## config.mk

```make
export PLATFORM = sky130hd
export DESIGN_NAME = sps_serial_ctrl
export DESIGN_NICKNAME = d
export VERILOG_FILES = /design/src/hdl/sps_serial_ctrl.v /design/src/hdl/sps_shift_engine.v
export VERILOG_INCLUDE_DIRS = /design/src /design/src/hdl
export SDC_FILE = /design/constraint.sdc
export NUM_CORES = 1
export LEC_CHECK = 0
export ABC_AREA = 1
export ABC_CLOCK_PERIOD_IN_PS = 3400
export CAP_MARGIN = 20
export CORE_MARGIN = 3
export CORE_UTILIZATION = 64
export CTS_BUF_LIST = sky130_fd_sc_hd__clkbuf_16
export DETAILED_ROUTE_END_ITERATION = 10
export DONT_BUFFER_PORTS = 1
export GPL_ROUTABILITY_DRIVEN = 0
export PLACE_DENSITY = 0.79
export SYNTH_ARGS = -nofsm -noshare
export SYNTH_HDL_FRONTEND = slang
export SYNTH_SLANG_ARGS = --single-unit
```

## constraint.sdc

```tcl
create_clock -name clk_sys -period 3.4 [get_ports clk_sys]
set_input_delay 0.17 -clock clk_sys [delete_from_list [all_inputs] [get_ports clk_sys]]
set_output_delay 0.17 -clock clk_sys [all_outputs]
set_load 0.1 [all_outputs]
```

## src/hdl/sps_regs.vh

```
`ifndef SPS_REGS_VH
`define SPS_REGS_VH

// register byte addresses
`define SPS_ADDR_A_DATA   8'hc0
`define SPS_ADDR_A_CTRL   8'hc4
`define SPS_ADDR_A_STAT   8'hc8
`define SPS_ADDR_B_DATA   8'hd0
`define SPS_ADDR_B_CTRL   8'hd4
`define SPS_ADDR_B_STAT   8'hd8

// control register fields
`define SPS_CMD_HI        7
`define SPS_CMD_LO        6
`define SPS_SRC_HI        5
`define SPS_SRC_LO        4
`define SPS_MODE_HI       3
`define SPS_MODE_LO       2
`define SPS_INT_HI        1
`define SPS_INT_LO        0

// command codes
`define SPS_CMD_NOP       2'h0
`define SPS_CMD_RX        2'h1
`define SPS_CMD_TX        2'h2
`define SPS_CMD_TXRX      2'h3

// mode codes
`define SPS_MODE_ASYNC8   2'h0
`define SPS_MODE_ASYNC7   2'h1
`define SPS_MODE_EXTCLK   2'h2
`define SPS_MODE_INTCLK   2'h3

// receiver source codes
`define SPS_SRC_PORTC     2'h0
`define SPS_SRC_PORTD     2'h1

// interrupt codes
`define SPS_INT_OFF       2'h0
`define SPS_INT_PRIO1     2'h1
`define SPS_INT_PRIO2     2'h2

// status bits
`define SPS_STAT_BUSY     0
`define SPS_STAT_DONE     1

// reset values
`define SPS_CTRL_RESET    8'h00
`define SPS_DATA_RESET    8'h00

// timing
`define SPS_CLK_NS        100
`define SPS_BIT_TIME_NS   800
`define SPS_BITS_PER_CMD  4'h8

// bus responses
`define SPS_RESP_OKAY     2'h0
`define SPS_RESP_SLVERR   2'h2

`endif

```

## src/hdl/sps_serial_ctrl.v

```verilog
`timescale 1ns/100ps
`include "sps_regs.vh"

module sps_serial_ctrl
(
  // clock and reset
  input  wire        clk_sys,
  input  wire        rst,
  // axi4-lite write address
  input  wire [7:0]  s_axi_awaddr,
  input  wire        s_axi_awvalid,
  output reg         s_axi_awready,
  // axi4-lite write data
  input  wire [31:0] s_axi_wdata,
  input  wire [3:0]  s_axi_wstrb,
  input  wire        s_axi_wvalid,
  output reg         s_axi_wready,
  // axi4-lite write response
  output reg  [1:0]  s_axi_bresp,
  output reg         s_axi_bvalid,
  input  wire        s_axi_bready,
  // axi4-lite read address
  input  wire [7:0]  s_axi_araddr,
  input  wire        s_axi_arvalid,
  output reg         s_axi_arready,
  // axi4-lite read data
  output reg  [31:0] s_axi_rdata,
  output reg  [1:0]  s_axi_rresp,
  output reg         s_axi_rvalid,
  input  wire        s_axi_rready,
  // serial port a link
  input  wire        portBBit1ClockPinIn,
  output wire        portBBit1ClockPinOut,
  output wire        portBBit1ClockPinOe,
  output wire        txdA,
  input  wire        rxPortCA,
  input  wire        rxPortDA,
  output reg  [1:0]  irqLevelA,
  // serial port b link
  input  wire        portBBit0ClockPinIn,
  output wire        portBBit0ClockPinOut,
  output wire        portBBit0ClockPinOe,
  output wire        txdB,
  input  wire        rxPortCB,
  input  wire        rxPortDB,
  output reg  [1:0]  irqLevelB
);

  // half of the serial bit time in system clocks, never below one
  localparam integer HALF_RAW = (`SPS_BIT_TIME_NS / 2) / `SPS_CLK_NS;
  localparam [15:0]  HALF_CYCLES = (HALF_RAW < 1) ? 16'h0001 : HALF_RAW[15:0];

  // control, transmit data and status per port
  reg  [7:0]  ctrlA;
  reg  [7:0]  ctrlB;
  reg  [7:0]  txDataA;
  reg  [7:0]  txDataB;
  reg         doneFlagA;
  reg         doneFlagB;
  reg         startA;
  reg         startB;
  reg         goTxA;
  reg         goRxA;
  reg         goTxB;
  reg         goRxB;
  // write channel holding registers
  reg  [7:0]  awAddr;
  reg         awHeld;
  reg  [31:0] wData;
  reg  [3:0]  wStrb;
  reg         wHeld;
  // receive pin synchronisers
  reg  [3:0]  rxS1;
  reg  [3:0]  rxS2;
  // engine results
  wire        busyA;
  wire        busyB;
  wire        doneA;
  wire        doneB;
  wire [7:0]  rxByteA;
  wire [7:0]  rxByteB;

  // clocked modes are the only ones that accept commands
  function isClocked;
    input [7:0] ctrl;
    begin
      isClocked = ctrl[`SPS_MODE_HI];
    end
  endfunction

  // receive input by source select; disabled input idles high
  function rxPick;
    input [7:0] ctrl;
    input       pinC;
    input       pinD;
    begin
      if (ctrl[`SPS_SRC_HI])
        rxPick = 1'b1;
      else if (ctrl[`SPS_SRC_LO])
        rxPick = pinD;
      else
        rxPick = pinC;
    end
  endfunction

  // seven-bit mode clears the top bit of a character
  function [7:0] charView;
    input [7:0] ctrl;
    input [7:0] data;
    begin
      if (ctrl[`SPS_MODE_HI:`SPS_MODE_LO] == `SPS_MODE_ASYNC7)
        charView = {1'b0, data[6:0]};
      else
        charView = data;
    end
  endfunction

  // interrupt level; the undefined code 11 is treated as off
  function [1:0] irqOf;
    input [7:0] ctrl;
    begin
      case (ctrl[`SPS_INT_HI:`SPS_INT_LO])
        `SPS_INT_PRIO1: irqOf = `SPS_INT_PRIO1;
        `SPS_INT_PRIO2: irqOf = `SPS_INT_PRIO2;
        default:        irqOf = `SPS_INT_OFF;
      endcase
    end
  endfunction

  // two flops on every receive pin before the source mux reads them
  always @(posedge clk_sys)
  begin
    if (rst)
    begin
      rxS1 <= 4'hf;
      rxS2 <= 4'hf;
    end
    else
    begin
      rxS1 <= {rxPortDB, rxPortCB, rxPortDA, rxPortCA};
      rxS2 <= rxS1;
    end
  end

  wire readTake = s_axi_arvalid & s_axi_arready;
  wire bothHeld = awHeld & wHeld & ~s_axi_bvalid;
  wire wrLane0  = wStrb[0];
  wire wrCtrlA  = bothHeld & wrLane0 & (awAddr == `SPS_ADDR_A_CTRL);
  wire wrCtrlB  = bothHeld & wrLane0 & (awAddr == `SPS_ADDR_B_CTRL);
  wire [1:0] cmdIn = wData[`SPS_CMD_HI:`SPS_CMD_LO];

  // write channel: address and data taken in either order
  always @(posedge clk_sys)
  begin
    if (rst)
    begin
      s_axi_awready <= 1'b0;
      s_axi_wready  <= 1'b0;
      s_axi_bvalid  <= 1'b0;
      s_axi_bresp   <= `SPS_RESP_OKAY;
      awHeld        <= 1'b0;
      wHeld         <= 1'b0;
      awAddr        <= 8'h00;
      wData         <= 32'h00000000;
      wStrb         <= 4'h0;
    end
    else
    begin
      if (s_axi_awvalid && s_axi_awready)
      begin
        awAddr        <= s_axi_awaddr;
        awHeld        <= 1'b1;
        s_axi_awready <= 1'b0;
      end
      else if (!s_axi_awready && !awHeld && !s_axi_bvalid)
        s_axi_awready <= 1'b1;
      if (s_axi_wvalid && s_axi_wready)
      begin
        wData        <= s_axi_wdata;
        wStrb        <= s_axi_wstrb;
        wHeld        <= 1'b1;
        s_axi_wready <= 1'b0;
      end
      else if (!s_axi_wready && !wHeld && !s_axi_bvalid)
        s_axi_wready <= 1'b1;
      // response follows both halves
      if (bothHeld)
      begin
        awHeld       <= 1'b0;
        wHeld        <= 1'b0;
        s_axi_bvalid <= 1'b1;
        case (awAddr)
          `SPS_ADDR_A_DATA, `SPS_ADDR_A_CTRL, `SPS_ADDR_A_STAT,
          `SPS_ADDR_B_DATA, `SPS_ADDR_B_CTRL, `SPS_ADDR_B_STAT:
            s_axi_bresp <= `SPS_RESP_OKAY;
          default:
            s_axi_bresp <= `SPS_RESP_SLVERR;
        endcase
      end
      else if (s_axi_bvalid && s_axi_bready)
        s_axi_bvalid <= 1'b0;
    end
  end

  // register file; command bits are not stored, they fire a start
  always @(posedge clk_sys)
  begin
    if (rst)
    begin
      ctrlA     <= `SPS_CTRL_RESET;
      ctrlB     <= `SPS_CTRL_RESET;
      txDataA   <= `SPS_DATA_RESET;
      txDataB   <= `SPS_DATA_RESET;
      doneFlagA <= 1'b0;
      doneFlagB <= 1'b0;
      startA    <= 1'b0;
      startB    <= 1'b0;
      goTxA     <= 1'b0;
      goRxA     <= 1'b0;
      goTxB     <= 1'b0;
      goRxB     <= 1'b0;
      irqLevelA <= `SPS_INT_OFF;
      irqLevelB <= `SPS_INT_OFF;
    end
    else
    begin
      startA    <= 1'b0;
      startB    <= 1'b0;
      irqLevelA <= irqOf(ctrlA);
      irqLevelB <= irqOf(ctrlB);
      if (bothHeld && wrLane0 && awAddr == `SPS_ADDR_A_DATA)
        txDataA <= charView(ctrlA, wData[7:0]);
      if (bothHeld && wrLane0 && awAddr == `SPS_ADDR_B_DATA)
        txDataB <= charView(ctrlB, wData[7:0]);
      if (wrCtrlA)
      begin
        ctrlA <= {2'b00, wData[5:0]};
        // a command while busy or in async mode is dropped
        if (isClocked(wData[7:0]) && cmdIn != `SPS_CMD_NOP && !busyA)
        begin
          startA <= 1'b1;
          goTxA  <= cmdIn[1];
          goRxA  <= cmdIn[0];
        end
      end
      if (wrCtrlB)
      begin
        ctrlB <= {2'b00, wData[5:0]};
        if (isClocked(wData[7:0]) && cmdIn != `SPS_CMD_NOP && !busyB)
        begin
          startB <= 1'b1;
          goTxB  <= cmdIn[1];
          goRxB  <= cmdIn[0];
        end
      end
      // done is cleared by reading the data register; a new done wins
      if (readTake && s_axi_araddr == `SPS_ADDR_A_DATA)
        doneFlagA <= 1'b0;
      if (doneA)
        doneFlagA <= 1'b1;
      if (readTake && s_axi_araddr == `SPS_ADDR_B_DATA)
        doneFlagB <= 1'b0;
      if (doneB)
        doneFlagB <= 1'b1;
    end
  end

  // read channel: one-cycle answer, unmapped reads give slverr
  always @(posedge clk_sys)
  begin
    if (rst)
    begin
      s_axi_arready <= 1'b0;
      s_axi_rvalid  <= 1'b0;
      s_axi_rdata   <= 32'h00000000;
      s_axi_rresp   <= `SPS_RESP_OKAY;
    end
    else
    begin
      if (readTake)
      begin
        s_axi_arready <= 1'b0;
        s_axi_rvalid  <= 1'b1;
        s_axi_rresp   <= `SPS_RESP_OKAY;
        case (s_axi_araddr)
          `SPS_ADDR_A_DATA: s_axi_rdata <= {24'h000000, charView(ctrlA, rxByteA)};
          `SPS_ADDR_A_CTRL: s_axi_rdata <= {24'h000000, ctrlA};
          `SPS_ADDR_A_STAT: s_axi_rdata <= {30'h00000000, doneFlagA, busyA};
          `SPS_ADDR_B_DATA: s_axi_rdata <= {24'h000000, charView(ctrlB, rxByteB)};
          `SPS_ADDR_B_CTRL: s_axi_rdata <= {24'h000000, ctrlB};
          `SPS_ADDR_B_STAT: s_axi_rdata <= {30'h00000000, doneFlagB, busyB};
          default:
          begin
            s_axi_rdata <= 32'h00000000;
            s_axi_rresp <= `SPS_RESP_SLVERR;
          end
        endcase
      end
      else if (s_axi_rvalid && s_axi_rready)
        s_axi_rvalid <= 1'b0;
      else if (!s_axi_arready && !s_axi_rvalid)
        s_axi_arready <= 1'b1;
    end
  end

  // port a engine; its clock sits on port b bit 1
  sps_shift_engine
  #(
    .HALF_CYCLES (HALF_CYCLES),
    .BITS        (`SPS_BITS_PER_CMD)
  )
  u_engine_a
  (
    .clk_sys   (clk_sys),
    .rst       (rst),
    .startCmd  (startA),
    .doTx      (goTxA),
    .doRx      (goRxA),
    .intClock  (ctrlA[`SPS_MODE_HI:`SPS_MODE_LO] == `SPS_MODE_INTCLK),
    .txByte    (txDataA),
    .busy      (busyA),
    .done      (doneA),
    .rxByte    (rxByteA),
    .clkPinIn  (portBBit1ClockPinIn),
    .rxIn      (rxPick(ctrlA, rxS2[0], rxS2[1])),
    .txd       (txdA),
    .clkPinOut (portBBit1ClockPinOut),
    .clkPinOe  (portBBit1ClockPinOe)
  );

  // port b engine; its clock sits on port b bit 0
  sps_shift_engine
  #(
    .HALF_CYCLES (HALF_CYCLES),
    .BITS        (`SPS_BITS_PER_CMD)
  )
  u_engine_b
  (
    .clk_sys   (clk_sys),
    .rst       (rst),
    .startCmd  (startB),
    .doTx      (goTxB),
    .doRx      (goRxB),
    .intClock  (ctrlB[`SPS_MODE_HI:`SPS_MODE_LO] == `SPS_MODE_INTCLK),
    .txByte    (txDataB),
    .busy      (busyB),
    .done      (doneB),
    .rxByte    (rxByteB),
    .clkPinIn  (portBBit0ClockPinIn),
    .rxIn      (rxPick(ctrlB, rxS2[2], rxS2[3])),
    .txd       (txdB),
    .clkPinOut (portBBit0ClockPinOut),
    .clkPinOe  (portBBit0ClockPinOe)
  );

endmodule

```

## src/hdl/sps_shift_engine.v

```verilog
`timescale 1ns/100ps
`include "sps_regs.vh"

module sps_shift_engine
#(
  parameter [15:0] HALF_CYCLES = 16'h0004,
  parameter [3:0]  BITS        = `SPS_BITS_PER_CMD
)
(
  // clock and reset
  input  wire       clk_sys,
  input  wire       rst,
  // command side
  input  wire       startCmd,
  input  wire       doTx,
  input  wire       doRx,
  input  wire       intClock,
  input  wire [7:0] txByte,
  output reg        busy,
  output reg        done,
  output reg  [7:0] rxByte,
  // link side
  input  wire       clkPinIn,
  input  wire       rxIn,
  output reg        txd,
  output reg        clkPinOut,
  output reg        clkPinOe
);

  localparam [1:0] ST_IDLE  = 2'b01;
  localparam [1:0] ST_SHIFT = 2'b10;

  reg  [1:0]  state;
  reg  [3:0]  bitCnt;
  reg  [15:0] divCnt;
  reg  [7:0]  txShift;
  reg  [7:0]  rxShift;
  reg         useTx;
  reg         useRx;
  reg         useInt;
  reg         clkS1;
  reg         clkS2;
  reg         clkS3;

  // clock pin synchroniser; third stage only feeds edge detection
  always @(posedge clk_sys)
  begin
    if (rst)
    begin
      clkS1 <= 1'b1;
      clkS2 <= 1'b1;
      clkS3 <= 1'b1;
    end
    else
    begin
      clkS1 <= clkPinIn;
      clkS2 <= clkS1;
      clkS3 <= clkS2;
    end
  end

  // edges of whichever clock drives the transfer
  wire tick     = (divCnt == HALF_CYCLES - 16'h0001);
  wire edgeRise = useInt ? (tick & ~clkPinOut) : (clkS2 & ~clkS3);
  wire edgeFall = useInt ? (tick & clkPinOut) : (~clkS2 & clkS3);

  // one command, eight bits, then idle again
  always @(posedge clk_sys)
  begin
    if (rst)
    begin
      state     <= ST_IDLE;
      busy      <= 1'b0;
      done      <= 1'b0;
      bitCnt    <= 4'h0;
      divCnt    <= 16'h0000;
      txShift   <= 8'hff;
      rxShift   <= 8'h00;
      rxByte    <= 8'h00;
      useTx     <= 1'b0;
      useRx     <= 1'b0;
      useInt    <= 1'b0;
      txd       <= 1'b1;
      clkPinOut <= 1'b1;
      clkPinOe  <= 1'b0;
    end
    else
    begin
      done     <= 1'b0;
      clkPinOe <= intClock;
      case (state)
        ST_IDLE:
        begin
          divCnt    <= 16'h0000;
          clkPinOut <= 1'b1;
          // line goes high a cycle after the last rise, keeping hold for the far side
          txd       <= 1'b1;
          if (startCmd)
          begin
            state   <= ST_SHIFT;
            busy    <= 1'b1;
            bitCnt  <= 4'h0;
            useTx   <= doTx;
            useRx   <= doRx;
            useInt  <= intClock;
            txShift <= txByte;
            txd     <= doTx ? txByte[0] : 1'b1;
          end
        end
        ST_SHIFT:
        begin
          // own clock: idle high, falls first, rises mid-bit
          if (useInt)
          begin
            if (tick)
            begin
              divCnt    <= 16'h0000;
              clkPinOut <= ~clkPinOut;
            end
            else
              divCnt <= divCnt + 16'h0001;
          end
          // next bit goes out on the falling edge, first one is preloaded
          if (edgeFall && bitCnt != 4'h0)
            txd <= useTx ? txShift[0] : 1'b1;
          // sample on the rising edge, lsb first
          if (edgeRise)
          begin
            txShift <= {1'b1, txShift[7:1]};
            if (useRx)
              rxShift <= {rxIn, rxShift[7:1]};
            bitCnt <= bitCnt + 4'h1;
            if (bitCnt == BITS - 4'h1)
            begin
              state <= ST_IDLE;
              busy  <= 1'b0;
              done  <= 1'b1;
              if (useRx)
                rxByte <= {rxIn, rxShift[7:1]};
            end
          end
        end
        default:
        begin
          state <= ST_IDLE;
          busy  <= 1'b0;
        end
      endcase
    end
  end

endmodule
```

==> flow_metrics.tcl <==
set metrics [dict create \
    status "finished, final reports clean" \
    vias 7508 \
    cts_resized 0 \
    crit_chain "inv_1, ha_1, o21ai_2, inv_1, nand2_1, nand2_1, o21bai_1, a21oi_1" \
    cp_data_arrival_time_ns 2.76 \
    worst_slew_pin_slew_ns 1.03 \
    irDropWorstVdd_mv 0.405 \
    dr.pass1.iters 7 \
    grt_busiest_layer "met2" \
    end_kind "flip-flop" \
    r2r_start "u_engine_a.state[0]" \
    clk-insertion-delay-late_ns 0.42 \
    wl_um 19500 \
    htreeDepth 4 \
    fin_setup_tns_ns 0 \
    cts_root_buf "clkbuf_16" \
    nNetsFinal 1273 \
    grt_pass1_vias 6864 \
    start_kind "flip-flop" \
    power.leakage_nw 3.91 \
    r2r_slack_ns 0.99 \
    slowest_delay_ns 0.57 \
    r2r-end "u_engine_a.divCnt[11]" \
    hold_path_end "wData[6]" \
    synth_cell_type_count 45 \
    fin_area_um2 9480 \
    drt_iter0_drc 450 \
    cts_buffer_depth 2 \
    holdWs_ns 0.0440 \
    worst_hold_path_type "primary input to flip-flop" \
    grt_max_degree 72 \
    drv_cap 0 \
    die_w_um 123 \
    cts_tree "done" \
    powerDensity_nw_per_um2 565 \
    final-setup-viol-count 0 \
    max_freq_mhz 415 \
    grt-ovfl-total 0 \
    fin_skew_ns 0.00989 \
    cpMaxStageDelayCell "o21ai_2" \
    io_buffers 0 \
    period_share 0.708 \
    synth_top_area_frac 0.439 \
    vias_per_cell 5.41 \
    synth_cells 1193 \
    use_met1 0.342 \
    worstHoldStart "s_axi_wdata[6]" \
    min_period_ns 2.41 \
    drc_errors 0 \
    initial_utilization 0.659 \
    synth_area_leaders "dfxtp_1, nand2_1, nor2_1, a21oi_1, inv_1" \
    netlist_area_um2 8760 \
    rows 42 \
    synth-seq-cells 192 \
    io_pins 116 \
    antenna_found_initial 0 \
    antenna_left 0 \
    synth_top_area_cell "dfxtp_1" \
    min_delay_path_depth 2 \
    avgSynthCellArea_um2 7.34 \
    relSlewSlack 0.311 \
    seq_area_frac_synth 0.439 \
    hold_violations 0 \
    dpl_cell_area_um2 8690 \
    dp_hpwl_um 12700 \
    drive_above_1_share 0.0867 \
    grt_pass1_wl_um 32100 \
    path_clk_slew_ns 0.07 \
    diodes 0 \
    crit_path_max_fanout 14 \
    cts_buffers 17 \
    yosys_warnings 0 \
    area_growth_pct 8.29 \
    die_area_um2 15100 \
    reg2reg_depth 8 \
    die_height_um 123 \
    routedWlPerCell_um 14.1 \
    drv_slew 0 \
    grt_use_met2 0.445 \
    grt_usage 0.265 \
    coreArea_um2 13300 \
    met3_usage 0.0567 \
    rsz0062_at_grt "no" \
    clock-sinks 192 \
    crit_type "flip-flop to flip-flop" \
    cp_data_required_time_ns 3.76 \
    finalPower_mw 5.36 \
]
## power by group
group	internal (mW)	switching (mW)	total [mW]	leakage, nW
sequential	2.37	0.145	2.52	1.56
combinational	0.273	0.733	1.01	2.09
clock	0.946	0.886	1.83	0.261
total	3.59	1.76	5.36	3.91
## layer usage
metal,part of all wire,vias to the layer above
met3,0.054,30
met5,0,-
met4,0.020,0
met1,0.44,3421
li1,-,3841
met2,0.48,216
## cells in the final DEF, fill, tap and decap left out, drive strengths merged
| cell | instances |
|---|---|
| nand2 | 258 |
| dfxtp | 192 |
| nor2 | 161 |
| inv | 131 |
| a21oi | 87 |
| nand3 | 85 |
| o21ai | 67 |
| nand4 | 35 |
| nor3 | 27 |
| conb | 26 |
| dlygate4sd3 | 23 |
| a211oi | 21 |
| or2 | 20 |
| clkbuf | 17 |
| buf | 12 |
| ha | 10 |
| xor2 | 8 |
| clkinvlp | 5 |
| nor4 | 4 |
| nand3b | 3 |
| o2111ai | 3 |
| o22ai | 3 |
| o21bai | 2 |
| o21a | 2 |
| xnor2 | 2 |
| clkinv | 2 |
| a22o | 1 |
| nor2b | 1 |
| nor3b | 1 |
| a31oi | 1 |
| o31a | 1 |
## Yosys cell counts, drive strengths merged
cell	count
nand3	85
nor3b	1
nand4	35
buf	50
a31oi	1
xor2	8
a21oi	87
dfxtp	192
nor2	161
o21bai	2
nand3b	3
o22ai	3
o2111ai	3
a211oi	21
clkbuf	24
nor3	27
o31a	1
or2	20
xnor2	2
a22o	1
nand2	258
o21a	2
nor2b	1
o21ai	67
inv	123
ha	10
nor4	4
conb	1
## sequential cells by signal (all words and copies together), names as in the netlist, 6 cells and up
signal / flops
u_engine_a.divCnt: 16
u_engine_b.divCnt: 16
awAddr: 8
s_axi_rdata: 8
txDataA: 8
txDataB: 8
u_engine_a.rxByte: 8
u_engine_a.txShift: 8
u_engine_b.rxByte: 8
u_engine_b.txShift: 8
wData: 8
u_engine_a.rxShift: 7
u_engine_b.rxShift: 7
ctrlA: 6
ctrlB: 6
## final cells by class
type	count	area [um2]
timing repair buffer	35	340
tap	176	220
clock buffer	17	425
clock inverter	15	114
inverter	123	464
multi-input combinational	829	4080
sequential	192	3840
fill	1074	3810
## stage by stage
step | cells | setup WS [ns] | util
2_1_floorplan | 1218 | 1.52 | -
4_1_cts | 1387 | 0.990 | 0.713
6_report | 1387 | 0.993 | 0.713
5_1_grt | 1387 | 0.692 | 0.713
3_3_place_gp | 1331 | 1.04 | 0.653
3_5_place_dp | 1331 | 0.996 | 0.653
## cell families (layout without fill, tap and decap cells)
kind of cell	after synthesis	in the layout	synth area share
compound gates	188	188	0.118
buf+inv	197	190	0.106
simple gates	595	595	0.312
flops	192	192	0.439
fa+ha+maj	10	10	0.0143
xor+xnor	10	10	0.0100
other cells	1	26	0.000428
## worst max path at each step
stage                              startpoint                     to  slack (ns)  cells past startpoint
after floorplan                 s_axi_arready         s_axi_rdata[7]        1.52                      4
after global placement    u_engine_a.state[0]  u_engine_a.divCnt[11]        1.04                      8
after detailed placement  u_engine_a.state[0]  u_engine_a.divCnt[11]         1.0                      8
after CTS                 u_engine_a.state[0]  u_engine_a.divCnt[11]        0.99                      8
after global routing      u_engine_a.state[0]  u_engine_a.divCnt[11]        0.69                      8
final                     u_engine_a.state[0]  u_engine_a.divCnt[11]        0.99                      8
## critical path: cells and delay by family (launching register included)
family | cells | cell delay, ns
fa+ha+maj | 1 | 0.36
buf+inv | 2 | 0.31
flops | 1 | 0.36
simple gates | 2 | 0.36
compound gates | 3 | 0.93
## repair_timing
item,in CTS,in global routing
setup buffers,0,0
endpoints found under the hold margin,88,0
hold buffers,24,0
No activity file was read; power rests on OpenSTA's default activity.
